`config.mk`:
```
export PLATFORM = sky130hd
export DESIGN_NAME = pri_ctrl
export DESIGN_NICKNAME = d
export VERILOG_FILES = /design/src/pri_pkg.sv /design/src/pri_ctrl.sv /design/src/pri_arbiter.sv /design/src/pri_level_stack.sv
export VERILOG_INCLUDE_DIRS = /design/src
export SDC_FILE = /design/constraint.sdc
export NUM_CORES = 1
export LEC_CHECK = 0
export BUFFER_PORTS_ARGS = -buffer_cell sky130_fd_sc_hd__buf_2
export CAP_MARGIN = 25
export CORE_ASPECT_RATIO = 0.6
export CORE_MARGIN = 4
export CORE_UTILIZATION = 40
export CTS_BUF_LIST = sky130_fd_sc_hd__clkbuf_2
export DETAILED_ROUTE_END_ITERATION = 8
export PLACE_DENSITY = 0.54
export SYNTH_ARGS = -nofsm -noshare
export SYNTH_HDL_FRONTEND = slang
export SYNTH_SLANG_ARGS = --single-unit
```
`constraint.sdc`:
```
create_clock -name pclk -period 23 [get_ports pclk]
set_clock_uncertainty 0.15 [all_clocks]
set_input_delay 5.75 -clock pclk [delete_from_list [all_inputs] [get_ports pclk]]
set_output_delay 5.75 -clock pclk [all_outputs]
set_load 0.01 [all_outputs]
```
`src/pri_consts.svh`:
```
/*
  Constants for the priority interrupt controller: register offsets, field positions,
  reset values and level figures. Assumes inclusion by pri_ctrl and its leaf modules.
*/
// What this block does
// - Each user source has a 3-bit priority, 111 is level 7, 001 is level 1.
// - Priority code 000 disables a source; it never requests.
// - Error priorities: checksum at 14-12, serial2 at 10-8, serial1 at 6-4.
// - Low-voltage priority at bits 2-0; other bits unimplemented.
// - Charge-measure priority at bits 6-4; other bits unimplemented.
// - Unimplemented bits ignore writes and read as zero.
// - Reset sets every user priority field to level 4.
// - Status bit 15 shows a request held back by equal or higher core priority.
// - Capture select 1: vector field shows highest-priority pending source.
// - Capture select 0: vector field holds last source accepted by core.
// - Status bits 11-8 show core priority level, 0 to 15.
// - Status bits 6-0 give vector id; vector number is id plus 8.
// - A flag left set at handler return requests again at once.
// - Return restores the previous core priority level.
// - Core level 7 blocks every user source.
// - Traps at levels 8-15 are masked only by a core level at or above their own.
// - Timed disable blocks levels 1-6 for a set time; level 7 passes.
// - Nesting disable stops any user source preempting a running handler; traps still preempt.
// - A user source requests only with flag and enable both set.
`ifndef PRI_CONSTS_SVH
`define PRI_CONSTS_SVH

// ==========================================================
// Register byte offsets
`define PRI_OFF_ERR_PRIO   8'h00
`define PRI_OFF_LVD_PRIO   8'h04
`define PRI_OFF_CTM_PRIO   8'h08
`define PRI_OFF_STATE      8'h0C
`define PRI_OFF_FLAGS      8'h10
`define PRI_OFF_ENABLES    8'h14
`define PRI_OFF_CONTROL    8'h18
`define PRI_OFF_CORE_LVL   8'h1C
`define PRI_OFF_DISABLE    8'h20

// ==========================================================
// Field positions
`define PRI_CSUM_LSB       12
`define PRI_SER2_LSB       8
`define PRI_SER1_LSB       4
`define PRI_LVD_LSB        0
`define PRI_CTM_LSB        4
`define PRI_PEND_BIT       15
`define PRI_VECTOR_CAPTURE_SELECT_BIT      13
`define PRI_ILR_LSB        8
`define PRI_NEST_BIT       15

// ==========================================================
// Values and levels
`define PRI_PRIO_RST       3'h4
`define PRI_LVL_NONE       4'h0
`define PRI_LVL_USER_TOP   4'h7
`define PRI_LVL_TRAP_BASE  4'h8
`define PRI_USER_ID_BASE   7'h08

`endif

```
`src/pri_pkg.sv`:
```
/*
  Types shared by the priority interrupt controller modules.
  Assumes nothing beyond a SystemVerilog compiler.
*/
package pri_pkg;
  typedef logic [3:0] pri_level_t;
  typedef logic [6:0] pri_vec_t;
endpackage

```
`src/pri_ctrl.sv`:
```
/*
  Priority interrupt controller with APB register access and a core request port.
  Assumes one clock, core_ack pulses only while irq_req is high, and core_return
  pulses once per handler exit.
*/
// The placing of the registers and the APB register port are this design's own decisions.
`timescale 1ns/10ps
`include "pri_consts.svh"
module pri_ctrl #(
  parameter int STACK_DEPTH = 8,
  parameter int DISABLE_W = 16
) (
  input wire logic pclk,           // APB clock, 250 MHz
  input wire logic presetn,        // Async reset, active low
  input wire logic pce,            // Clock enable, freezes state when low
  input wire logic psel,           // APB select
  input wire logic penable,        // APB enable
  input wire logic pwrite,         // APB direction
  input wire logic [7:0] paddr,    // APB byte address
  input wire logic [31:0] pwdata,  // APB write data
  output logic [31:0] prdata,      // APB read data
  output logic pready,             // APB ready
  output logic pslverr,            // APB error, unmapped address
  input wire logic [4:0] src_event, // User source event pulses
  input wire logic [7:0] trap_event, // Trap event pulses, levels 8 to 15
  input wire logic core_ack,       // Core accepts the request
  input wire logic core_return,    // Core returns from a handler
  output logic irq_req,            // Request to the core
  output pri_pkg::pri_vec_t irq_vector, // Requested vector id
  output pri_pkg::pri_level_t irq_level // Requested level
);
  localparam int NU = 5;
  localparam int NT = 8;
  localparam int NS = NT + NU;

  typedef struct packed {
    logic [NU-1:0][2:0] prio;
    logic [NU-1:0] flag;
    logic [NU-1:0] en;
    logic [NT-1:0] trap;
    logic nest_dis;
    logic vector_capture_select;
    logic [3:0] level;
    logic [6:0] last_vec;
    logic [DISABLE_W-1:0] disable_cnt;
    logic [31:0] prdata;
    logic pready;
    logic pslverr;
    logic irq_req;
    logic [6:0] irq_vec;
    logic [3:0] irq_lvl;
  } pri_state_s;

  pri_state_s s_q;
  pri_state_s s_d;

  // ==========================================================
  // Request levels per source
  logic [NS-1:0][3:0] pend_lvl;
  logic [NS-1:0][3:0] elig_lvl;
  pri_pkg::pri_level_t pend_best_lvl;
  pri_pkg::pri_vec_t pend_best_idx;
  pri_pkg::pri_level_t elig_best_lvl;
  pri_pkg::pri_vec_t elig_best_idx;
  pri_pkg::pri_level_t stack_top;
  logic nested;
  logic accept;
  logic stack_pop;

  always_comb begin
    for (int t = 0; t < NT; t++) begin
      // Trap levels are fixed; a trap is masked only by a core level at or above its own
      pend_lvl[t] = s_q.trap[t] ? 4'(`PRI_LVL_TRAP_BASE + 4'(t)) : `PRI_LVL_NONE;
      elig_lvl[t] = (pend_lvl[t] > s_q.level) ? pend_lvl[t] : `PRI_LVL_NONE;
    end
    for (int u = 0; u < NU; u++) begin
      pend_lvl[NT + u] = `PRI_LVL_NONE;
      if (s_q.flag[u] && s_q.en[u] && s_q.prio[u] != 3'h0) begin
        pend_lvl[NT + u] = {1'b0, s_q.prio[u]};
      end
      elig_lvl[NT + u] = pend_lvl[NT + u];
      // Core level 7 is at or above any user level, so all users are held
      if (pend_lvl[NT + u] <= s_q.level) begin
        elig_lvl[NT + u] = `PRI_LVL_NONE;
      end
      if (s_q.disable_cnt != '0 && pend_lvl[NT + u] < `PRI_LVL_USER_TOP) begin
        elig_lvl[NT + u] = `PRI_LVL_NONE;
      end
      // Traps still preempt; only user sources are held while nested
      if (s_q.nest_dis && nested) begin
        elig_lvl[NT + u] = `PRI_LVL_NONE;
      end
    end
  end

  pri_arbiter #(
    .N(NS)
  ) u_pend_arb (
    .lvl(pend_lvl),
    .best_lvl(pend_best_lvl),
    .best_idx(pend_best_idx)
  );

  pri_arbiter #(
    .N(NS)
  ) u_elig_arb (
    .lvl(elig_lvl),
    .best_lvl(elig_best_lvl),
    .best_idx(elig_best_idx)
  );

  // ==========================================================
  // Saved level stack
  assign accept = core_ack && s_q.irq_req;
  assign stack_pop = core_return && !accept;

  pri_level_stack #(
    .DEPTH(STACK_DEPTH)
  ) u_stack (
    .pclk(pclk),
    .presetn(presetn),
    .pce(pce),
    .push(accept),
    .pop(stack_pop),
    .push_data(s_q.level),
    .top(stack_top),
    .nested(nested)
  );

  // ==========================================================
  // Register read view
  logic unacked;
  pri_pkg::pri_vec_t shown_vec;
  logic [31:0] rd_word;
  logic mapped;
  logic setup;
  logic wr;

  assign unacked = (pend_best_lvl != `PRI_LVL_NONE) && (pend_best_lvl <= s_q.level);
  assign shown_vec = s_q.vector_capture_select ? pend_best_idx : s_q.last_vec;
  assign setup = psel && !penable;
  assign wr = psel && penable && s_q.pready && pwrite;

  always_comb begin
    rd_word = '0; // Unimplemented bits read as zero
    mapped = 1'b1;
    unique case (paddr)
      `PRI_OFF_ERR_PRIO: begin
        rd_word[`PRI_CSUM_LSB +: 3] = s_q.prio[0];
        rd_word[`PRI_SER2_LSB +: 3] = s_q.prio[1];
        rd_word[`PRI_SER1_LSB +: 3] = s_q.prio[2];
      end
      `PRI_OFF_LVD_PRIO: rd_word[`PRI_LVD_LSB +: 3] = s_q.prio[3];
      `PRI_OFF_CTM_PRIO: rd_word[`PRI_CTM_LSB +: 3] = s_q.prio[4];
      `PRI_OFF_STATE: begin
        rd_word[`PRI_PEND_BIT] = unacked;
        rd_word[`PRI_VECTOR_CAPTURE_SELECT_BIT] = s_q.vector_capture_select;
        rd_word[`PRI_ILR_LSB +: 4] = s_q.level;
        rd_word[6:0] = shown_vec;
      end
      `PRI_OFF_FLAGS: rd_word[NU-1:0] = s_q.flag;
      `PRI_OFF_ENABLES: rd_word[NU-1:0] = s_q.en;
      `PRI_OFF_CONTROL: begin
        rd_word[`PRI_NEST_BIT] = s_q.nest_dis;
        rd_word[NT-1:0] = s_q.trap;
      end
      `PRI_OFF_CORE_LVL: rd_word[3:0] = s_q.level;
      `PRI_OFF_DISABLE: rd_word[DISABLE_W-1:0] = s_q.disable_cnt;
      default: mapped = 1'b0;
    endcase
  end

  // ==========================================================
  // Next state
  always_comb begin
    s_d = s_q;

    // APB: answer loaded in setup, so access completes on its first edge
    s_d.pready = setup;
    s_d.pslverr = setup && !mapped;
    s_d.prdata = (setup && !pwrite) ? rd_word : '0;

    if (wr) begin
      unique case (paddr)
        `PRI_OFF_ERR_PRIO: begin
          s_d.prio[0] = pwdata[`PRI_CSUM_LSB +: 3];
          s_d.prio[1] = pwdata[`PRI_SER2_LSB +: 3];
          s_d.prio[2] = pwdata[`PRI_SER1_LSB +: 3];
        end
        `PRI_OFF_LVD_PRIO: s_d.prio[3] = pwdata[`PRI_LVD_LSB +: 3];
        `PRI_OFF_CTM_PRIO: s_d.prio[4] = pwdata[`PRI_CTM_LSB +: 3];
        `PRI_OFF_STATE: s_d.vector_capture_select = pwdata[`PRI_VECTOR_CAPTURE_SELECT_BIT];
        `PRI_OFF_FLAGS: s_d.flag = pwdata[NU-1:0];
        `PRI_OFF_ENABLES: s_d.en = pwdata[NU-1:0];
        `PRI_OFF_CONTROL: begin
          s_d.nest_dis = pwdata[`PRI_NEST_BIT];
          s_d.trap = s_q.trap & ~pwdata[NT-1:0]; // Software clears traps
        end
        `PRI_OFF_CORE_LVL: s_d.level = {1'b0, pwdata[2:0]};
        `PRI_OFF_DISABLE: s_d.disable_cnt = pwdata[DISABLE_W-1:0];
        default: ;
      endcase
    end

    // Timed disable runs down once per enabled cycle
    if (!(wr && paddr == `PRI_OFF_DISABLE) && s_q.disable_cnt != '0) begin
      s_d.disable_cnt = DISABLE_W'(s_q.disable_cnt - 1'b1);
    end

    // Events win over a clear in the same cycle
    s_d.flag = s_d.flag | src_event;
    s_d.trap = s_d.trap | trap_event;

    // Core handshake: accept raises the level, return restores it
    if (accept) begin
      s_d.level = s_q.irq_lvl;
      s_d.last_vec = s_q.irq_vec;
    end else if (core_return) begin
      s_d.level = stack_top;
    end

    // Drop the request for the cycle after accept or return while the level settles;
    // a flag still set after return requests again here
    s_d.irq_req = (elig_best_lvl != `PRI_LVL_NONE) && !accept && !core_return;
    s_d.irq_vec = elig_best_idx;
    s_d.irq_lvl = elig_best_lvl;
  end

  // ==========================================================
  // State register
  always_ff @(posedge pclk or negedge presetn) begin
    if (!presetn) begin
      s_q <= '0;
      s_q.prio <= {NU{`PRI_PRIO_RST}};
    end else if (pce) begin
      s_q <= s_d;
    end
  end

  assign prdata = s_q.prdata;
  assign pready = s_q.pready;
  assign pslverr = s_q.pslverr;
  assign irq_req = s_q.irq_req;
  assign irq_vector = s_q.irq_vec;
  assign irq_level = s_q.irq_lvl;
endmodule

```
`src/pri_arbiter.sv`:
```
/*
  Priority arbiter: picks the highest non-zero level, lowest index on ties.
  Assumes lvl is already zero for sources that are not requesting.
*/
`timescale 1ns/10ps
`include "pri_consts.svh"
module pri_arbiter #(
  parameter int N = 13
) (
  input wire logic [N-1:0][3:0] lvl,     // Level per source, zero if idle
  output pri_pkg::pri_level_t best_lvl, // Winning level
  output pri_pkg::pri_vec_t best_idx    // Winning source index
);
  always_comb begin
    best_lvl = `PRI_LVL_NONE;
    best_idx = '0;
    // Walk downward so an equal level at a lower index overrides
    for (int i = N - 1; i >= 0; i--) begin
      if (lvl[i] != `PRI_LVL_NONE && lvl[i] >= best_lvl) begin
        best_lvl = lvl[i];
        best_idx = 7'(i);
      end
    end
  end
endmodule

```
`src/pri_level_stack.sv`:
```
/*
  Stack of previous core priority levels, pushed on accept, popped on return.
  Assumes push and pop never come in the same cycle.
*/
`timescale 1ns/10ps
`include "pri_consts.svh"
module pri_level_stack #(
  parameter int DEPTH = 8
) (
  input wire logic pclk,                  // Clock
  input wire logic presetn,               // Async reset, active low
  input wire logic pce,                   // Clock enable
  input wire logic push,                  // Save a level
  input wire logic pop,                   // Restore a level
  input wire pri_pkg::pri_level_t push_data, // Level to save
  output pri_pkg::pri_level_t top,        // Most recent saved level
  output logic nested                     // At least one level saved
);
  localparam int CW = $clog2(DEPTH + 1);
  localparam int IW = (DEPTH > 1) ? $clog2(DEPTH) : 1;

  typedef struct packed {
    logic [DEPTH-1:0][3:0] mem;
    logic [CW-1:0] cnt;
  } pri_stack_s;

  pri_stack_s s_q;
  pri_stack_s s_d;

  always_comb begin
    s_d = s_q;
    // Overflowing pushes are dropped; depth must cover the deepest nesting
    if (push && s_q.cnt != CW'(DEPTH)) begin
      s_d.mem[IW'(s_q.cnt)] = push_data;
      s_d.cnt = CW'(s_q.cnt + 1'b1);
    end else if (pop && s_q.cnt != '0) begin
      s_d.cnt = CW'(s_q.cnt - 1'b1);
    end
  end

  always_ff @(posedge pclk or negedge presetn) begin
    if (!presetn) begin
      s_q <= '0;
    end else if (pce) begin
      s_q <= s_d;
    end
  end

  assign top = (s_q.cnt != '0) ? s_q.mem[IW'(s_q.cnt - 1'b1)] : `PRI_LVL_NONE;
  assign nested = (s_q.cnt != '0);
endmodule

```
==> results of run 1 <==
## cells by family after synthesis
family                   after synthesis  share of synthesized area [%]
multiplexers                          48                          6.056
other                                  1                        0.03645
buffers and inverters                148                          7.455
adder cells (fa/ha/maj)              104                          12.65
flip-flops                           122                          29.73
AO/OA/AOI/OAI                        342                          23.01
XOR/XNOR                               4                         0.3406
AND/OR/NAND/NOR                      418                          20.72
## layer usage
layer	routed length, um	vias up
li1	-	4431
met1	18090	4423
met2	12560	380
met3	2900	31
met4	374	2
met5	69	-
## through the flow
| stage | util [%] | cell area, um^2 | hold WS (ns) | setup WS [ns] | std cells |
|---|---|---|---|---|---|
| floorplan | - | 10360 | 0.2946 | 10.38 | 1205 |
| global placement | 42.33 | 10700 | 0.3088 | 8.088 | 1536 |
| detailed placement | 42.35 | 10710 | 0.3194 | 7.983 | 1537 |
| CTS | 43.14 | 10910 | 0.3573 | 7.964 | 1568 |
| global route | 43.31 | 10950 | 0.3824 | 6.588 | 1572 |
| finish | 43.31 | 10950 | 0.3552 | 7.857 | 1572 |
## registers in the layout, summed over array words and instances, names as in the netlist
name         count
irq_level        4
irq_vector       4
prdata          16
pready           1
irq_req          1
u_stack.s_q     36
s_q             59
pslverr          1
## layout by cell type, fill, tap and decap left out, types with 20 or more instances in the layout
cell     synthesis  final
o22ai_1         20     20
nor3_1          31     30
buf_2            2     71
nor2_1          72     72
ha_1           104    104
dfrtp_1        117    117
nand3_1         45     45
o21ai_0         83     83
a21oi_1         68     68
mux2_2          34     34
inv_1           67     67
nand2_1        132    132
## critical path: cells and delay by family (launching register included)
family                   cells  cell delay [ns]
flip-flops                   1             0.77
AO/OA/AOI/OAI               25             5.51
AND/OR/NAND/NOR             26             4.65
buffers and inverters        4             1.01
adder cells (fa/ha/maj)     10             2.89
## power breakdown
part | switching (mW) | total [mW] | internal (mW)
Clock | 0.0819 | 0.129 | 0.0469
Sequential | 0.0742 | 0.339 | 0.264
Combinational | 0.223 | 0.386 | 0.164
## worst max-delay path by stage
stage	cells after the start	end	from
floorplan	67	irq_vector[0]$_DFFE_PN0P_	u_stack.s_q[0]$_DFFE_PN0P_
global placement	65	irq_vector[0]$_DFFE_PN0P_	s_q[70]$_DFFE_PN0P_
detailed placement	65	irq_vector[0]$_DFFE_PN0P_	s_q[70]$_DFFE_PN0P_
CTS	65	irq_vector[0]$_DFFE_PN0P_	s_q[70]$_DFFE_PN0P_
global route	65	irq_vector[0]$_DFFE_PN0P_	s_q[70]$_DFFE_PN0P_
finish	65	irq_vector[0]$_DFFE_PN0P_	s_q[70]$_DFFE_PN0P_
## layout make-up
class | instances | area share, %
Tap cell | 329 | 3.760
Clock inverter | 13 | 1.006
Clock buffer | 18 | 0.8229
Inverter | 69 | 2.389
Sequential cell | 122 | 27.94
Timing Repair Buffer | 85 | 4.366
Antenna cell | 1 | 0.02286
Multi-Input combinational cell | 935 | 59.69
==> summary.txt, run 1 <==
Timing
  – Pins Over Slew Limit: 0
  – Final count of negative-setup-slack endpoints: 0
  – Final min period: between 15 and 20 ns
  – Setup TNS: 0 ns
  – Slew @ Worst Pin: 0.9415 ns
  – Final number of hold-violating endpoints: 0
  – RSZ-0062 raised after global routing: no
  – Slew margin rel.: 36.75%
  – Max Clock Freq: 66.04 MHz
  – Fin crit share: 65.84%

Synthesis
  – Most numerous cell in the Yosys netlist: nand2_1
  – Sequential-to-total area share from yosys stat: 29.73%
  – Unique masters post-synth: around 100
  – Post-synth ARST share: between 90% and 100%
  – Post-Synthesis Cells: 1187
  – Syn Area/Cell: 8.668 um^2
  – Post-synth EDFFs: 0
  – Post-synthesis register bit count: 122
  – YS warnings: 0
  – Share of the synthesized area in the top cell type: 28.46%
  – Synth cell count leaders: nand2_1 (132), dfrtp_1 (117), ha_1 (104)
  – Post-Syn Area: 0.01029 mm^2
  – Area leader, netlist: dfrtp_1
  – Top cells by area, synth: dfrtp_1 (28%), ha_1 (13%), nand2_1 (4.8%), o21ai_0 (4.0%), mux2_2 (3.7%)
  – Ys flop type: dfrtp_1

Pwr
  – Pwr dens: 77.96 mW/mm^2
  – PnR Total Power: 0.8535 mW
  – Leakage: between 5 and 6 nW
  – IR drop worst, VDD: around 0.000055 V

Placed design
  – GP Congestion: 0.9211
  – Final HPWL DP: between 20000 and 30000 um
  – IO Port Bufs: 71

Worst hold path
  – Worst hold start: u_stack.s_q[23]$_DFFE_PN0P_
  – Hold crit path type: reg2reg
  – WHS Path Cells: 2
  – Hold Path End: u_stack.s_q[23]$_DFFE_PN0P_

Routing
  – Residual DRC count: 0
  – Final ANT Viol Nets: 0
  – First-pass detailed-route iteration total: 6
  – DR vias: 9267
  – Via density: 5.895
  – Drt wl/cell: 21.62 um
  – Initial DRC Count: about 1100
  – DRT Wirelength: approximately 34000 um

Global routing
  – Antenna violations before repair: 1
  – Met1 usage: 38.72%
  – GRT Util Overall: between 20% and 30%
  – Largest net degree at the start of global routing: 77
  – Grt ovf: 0
  – M3 GR Usage: 6.057%
  – Met2 global-route usage: 30.24%
  – GR peak layer: met1
  – Vias in the first global route: 8591
  – First-pass GRT wire length: 52300 um

Job
  – Max_cap viols: 0

Clocking
  – PostCTS Resize Cnt: 0
  – # Post-CTS Setup Buffers: 0
  – CTS tree: done
  – CTS Buf Count: 17
  – # hold bufs at CTS: 0
  – Worst-Skew Late Latency: between 0.7 and 0.8 ns
  – Root Buffer: clkbuf_2
  – Clock slew at reported path FFs: 0.19 ns
  – CTS Sinks: around 120
  – Max Root-Sink Buffers: 2
  – H-tree depth: 4

Worst setup path
  – CP endpoint kind: flip-flop
  – Crit start category: flip-flop
  – CP max stage cell: clkinv_1
  – Most frequent cell on the critical path: ha_1
  – Crit Path Max Fanout: 18
  – Worst Path Arrival: 15.59 ns
  – Peak per-stage delay on the critical path: 0.81 ns
  – R2R setup slack: 7.86 ns
  – Req. time, crit path: roughly 23 ns
  – Worst-case reg-to-reg path depth: 65
  – Worst flop-to-flop path endpoint: irq_vector[0]$_DFFE_PN0P_
  – Critical path type: reg2reg
  – Critical R2R Launch: s_q[70]$_DFFE_PN0P_

Outcome
  – Status: complete, no violations

Finish
  – Fill count: 2549
  – Layout cells sized above 1: 16.67%
  – Storage cell area: a little over 0.003 mm^2
  – Area of the multi-input gates: 0.006535 mm^2
  – Area Overhead vs Synth: 6.409%
  – Nets@finish: ~1400

Floorplanning
  – Core area: between 0.02 and 0.03 mm^2
  – Row count: between 40 and 50
  – DIE HEIGHT: 132.2 um
  – Total die area: 0.02844 mm^2
  – Io pins: 107
  – Initial core utilization: 40.70%
  – Die X: 215.1 um
No activity file was read; power rests on OpenSTA's default activity.
==> run 2, diff against run 1 <==
--- a/config.mk
+++ b/config.mk
@@ -13,7 +13,7 @@
 export CORE_UTILIZATION = 40
 export CTS_BUF_LIST = sky130_fd_sc_hd__clkbuf_2
 export DETAILED_ROUTE_END_ITERATION = 8
-export PLACE_DENSITY = 0.54
+export PLACE_DENSITY = 0.56
 export SYNTH_ARGS = -nofsm -noshare
 export SYNTH_HDL_FRONTEND = slang
 export SYNTH_SLANG_ARGS = --single-unit
==> constraint.sdc (replaced) <==
create_clock -name pclk -period 12.6 [get_ports pclk]
set_clock_uncertainty 0.15 [all_clocks]
set_input_delay 3.15 -clock pclk [delete_from_list [all_inputs] [get_ports pclk]]
set_output_delay 3.15 -clock pclk [all_outputs]
set_load 0.01 [all_outputs]
==> run 2 against run 1 <==
Compared with the run above: power up 110%; via count increased by 4.8%; core utilization rose by 4.2 points; first-iteration DRC count is 1.2% lower; final cell count up 5.7%; non-clock buffer count is 88 higher; global-route usage up 0.31 points; sequential share of layout area is 2.4 points lower; count of clock-buffer cells in the layout up 1; critical path type unchanged; largest cell class unchanged.
==> summary.txt, run 2 (synthesis gave the netlist of run 1 again) <==
Outcome
  – Status: complete, no violations

Routing
  – DR vias: a little under 10000
  – Via density: 5.848
  – DRT Wirelength: 34970 um
  – Initial DRC Count: 1067
  – Residual DRC count: 0
  – Final ANT Viol Nets: 0
  – First-pass detailed-route iteration total: 5
  – Drt wl/cell: 21.05 um

Timing
  – PnR worst setup slack: 0.5260 ns
  – Max Clock Freq: 82.82 MHz
  – Final min period: around 12 ns
  – Slew margin rel.: 30.23%
  – Pins Over Slew Limit: 0
  – Setup TNS: 0 ns
  – Fin crit share: about 96%
  – Final Hold Slack: 0.3528 ns
  – Final number of hold-violating endpoints: 0
  – Slew @ Worst Pin: 1.033 ns
  – Final count of negative-setup-slack endpoints: 0

Finish
  – Register with the most flip-flops: s_q
  – Fill count: between 2000 and 2500
  – Layout cells sized above 1: about a quarter
  – Most frequent cells in the layout: nand2_1 (131), dfrtp_1 (113), ha_1 (101)
  – Area Overhead vs Synth: 16.82%
  – Final cell count without fillers: between 1500 and 2000
  – Max reg flops: 59
  – Most common cell after layout, fill and taps aside: nand2_1
  – Nets@finish: 1483

Floorplanning
  – Total die area: 0.02844 mm^2
  – Row count: 45
  – DIE HEIGHT: between 100 and 150 um
  – Io pins: 107
  – Core area: 0.02528 mm^2
  – Die X: 215.1 um
  – Initial core utilization: 40.70%

Worst setup path
  – Crit Path Max Fanout: 6
  – Worst Path Arrival: between 10 and 15 ns
  – Crit start category: flip-flop
  – Peak per-stage delay on the critical path: about 0.52 ns
  – Most frequent cell on the critical path: ha_1
  – Req. time, crit path: 13.06 ns
  – CP endpoint kind: flip-flop
  – CP max stage cell: or4_4
  – Critical path type: reg2reg

Clocking
  – H-tree depth: 4
  – Clock slew at reported path FFs: 0.20 ns
  – CTS Sinks: 122
  – Root Buffer: clkbuf_2
  – CTS tree: done
  – Worst-Skew Late Latency: 0.73 ns
  – CTS Buf Count: 17
  – Max Root-Sink Buffers: 2

Placed design
  – GP Congestion: 0.9131
  – Placed insts: roughly 1600
  – IO Port Bufs: 71
  – Final HPWL DP: 26880 um
  – Place WS: -0.1646 ns

Pwr
  – Pwr dens: 147.0 mW/mm^2
  – PnR Total Power: around 1.8 mW
  – IR drop worst, VDD: 0.00009673 V
  – Leakage: 5.532 nW

Global routing
  – GRT Util Overall: 23.90%
  – Largest net degree at the start of global routing: between 70 and 80
  – Vias in the first global route: 8806
  – Antenna violations before repair: 1
  – First-pass GRT wire length: 53100 um
  – Grt ovf: 0

Worst hold path
  – Hold crit path type: reg2reg

Job
  – Max_cap viols: 0
[run 2: area by class of cell]
type,instances,area (um^2),share of cell area (%)
Multi-Input combinational cell,935,6865,57.12
Sequential cell,122,3064,25.49
Timing Repair Buffer,173,1119,9.307
Tap cell,329,411.6,3.425
Inverter,69,261.5,2.176
Clock inverter,13,200.2,1.666
Clock buffer,19,95.09,0.7912
Antenna cell,1,2.502,0.02082
[run 2: metrics by stage]
stage | util, % | instance area (um^2)
after floorplan | - | 10360
after CTS | 45.26 | 11440
after detailed placement | 44.07 | 11140
final | 47.54 | 12020
after global routing | 47.54 | 12020
after global placement | 44.03 | 11130
[run 2: final timing paths]
path	startpoint	endpoint	slack, ns	cells after the start
min in group asynchronous	presetn	prdata[0]$_DFFE_PN0P_	2.28	1
hold / removal	u_stack.s_q[12]$_DFFE_PN0P_	u_stack.s_q[12]$_DFFE_PN0P_	0.35	2
hold reg to reg	u_stack.s_q[12]$_DFFE_PN0P_	u_stack.s_q[12]$_DFFE_PN0P_	0.35	2
max in group asynchronous	presetn	s_q[60]$_DFFE_PN0P_	8.60	2
setup reg to reg	s_q[47]$_DFFE_PN0P_	irq_vector[2]$_DFFE_PN0P_	0.53	67
setup / recovery	s_q[47]$_DFFE_PN0P_	irq_vector[2]$_DFFE_PN0P_	0.53	67
[run 2: worst max-delay path: cells and delay by family (launching register included)]
family / cells / cell delay [ns]
simple gates: 28 / 4.44
fa+ha+maj: 10 / 2.27
buf+inv: 6 / 0.72
flops: 1 / 0.42
compound gates: 23 / 3.94
[run 2: report_power, final]
| part | total [mW] | leakage, nW | switching, mW | internal [mW] |
|---|---|---|---|---|
| registers | 0.577 | 1.51 | 0.0935 | 0.483 |
| clock network | 0.310 | 0.169 | 0.159 | 0.150 |
| logic | 0.880 | 3.85 | 0.490 | 0.390 |
| total | 1.77 | 5.53 | 0.742 | 1.02 |
[run 2: repair_timing]
item | in CTS | in global routing
setup endpoints to repair | 1 | 14
gates resized for setup | 1 | 76
pin swaps | 0 | 40
hold buffers | 0 | 0
buffers inserted | 0 | 31
cloned | 0 | 0
[run 2: layer usage]
metal | wire length, um | global-route usage (%) | share of wire (%) | vias to the layer above
met5 | 0 | 0 | 0 | -
met4 | 505 | 4.862 | 1.4 | 0
met3 | 2978 | 6.587 | 8.5 | 41
met2 | 13150 | 30.41 | 38 | 367
met1 | 18340 | 39.07 | 52 | 4695
li1 | - | - | - | 4611
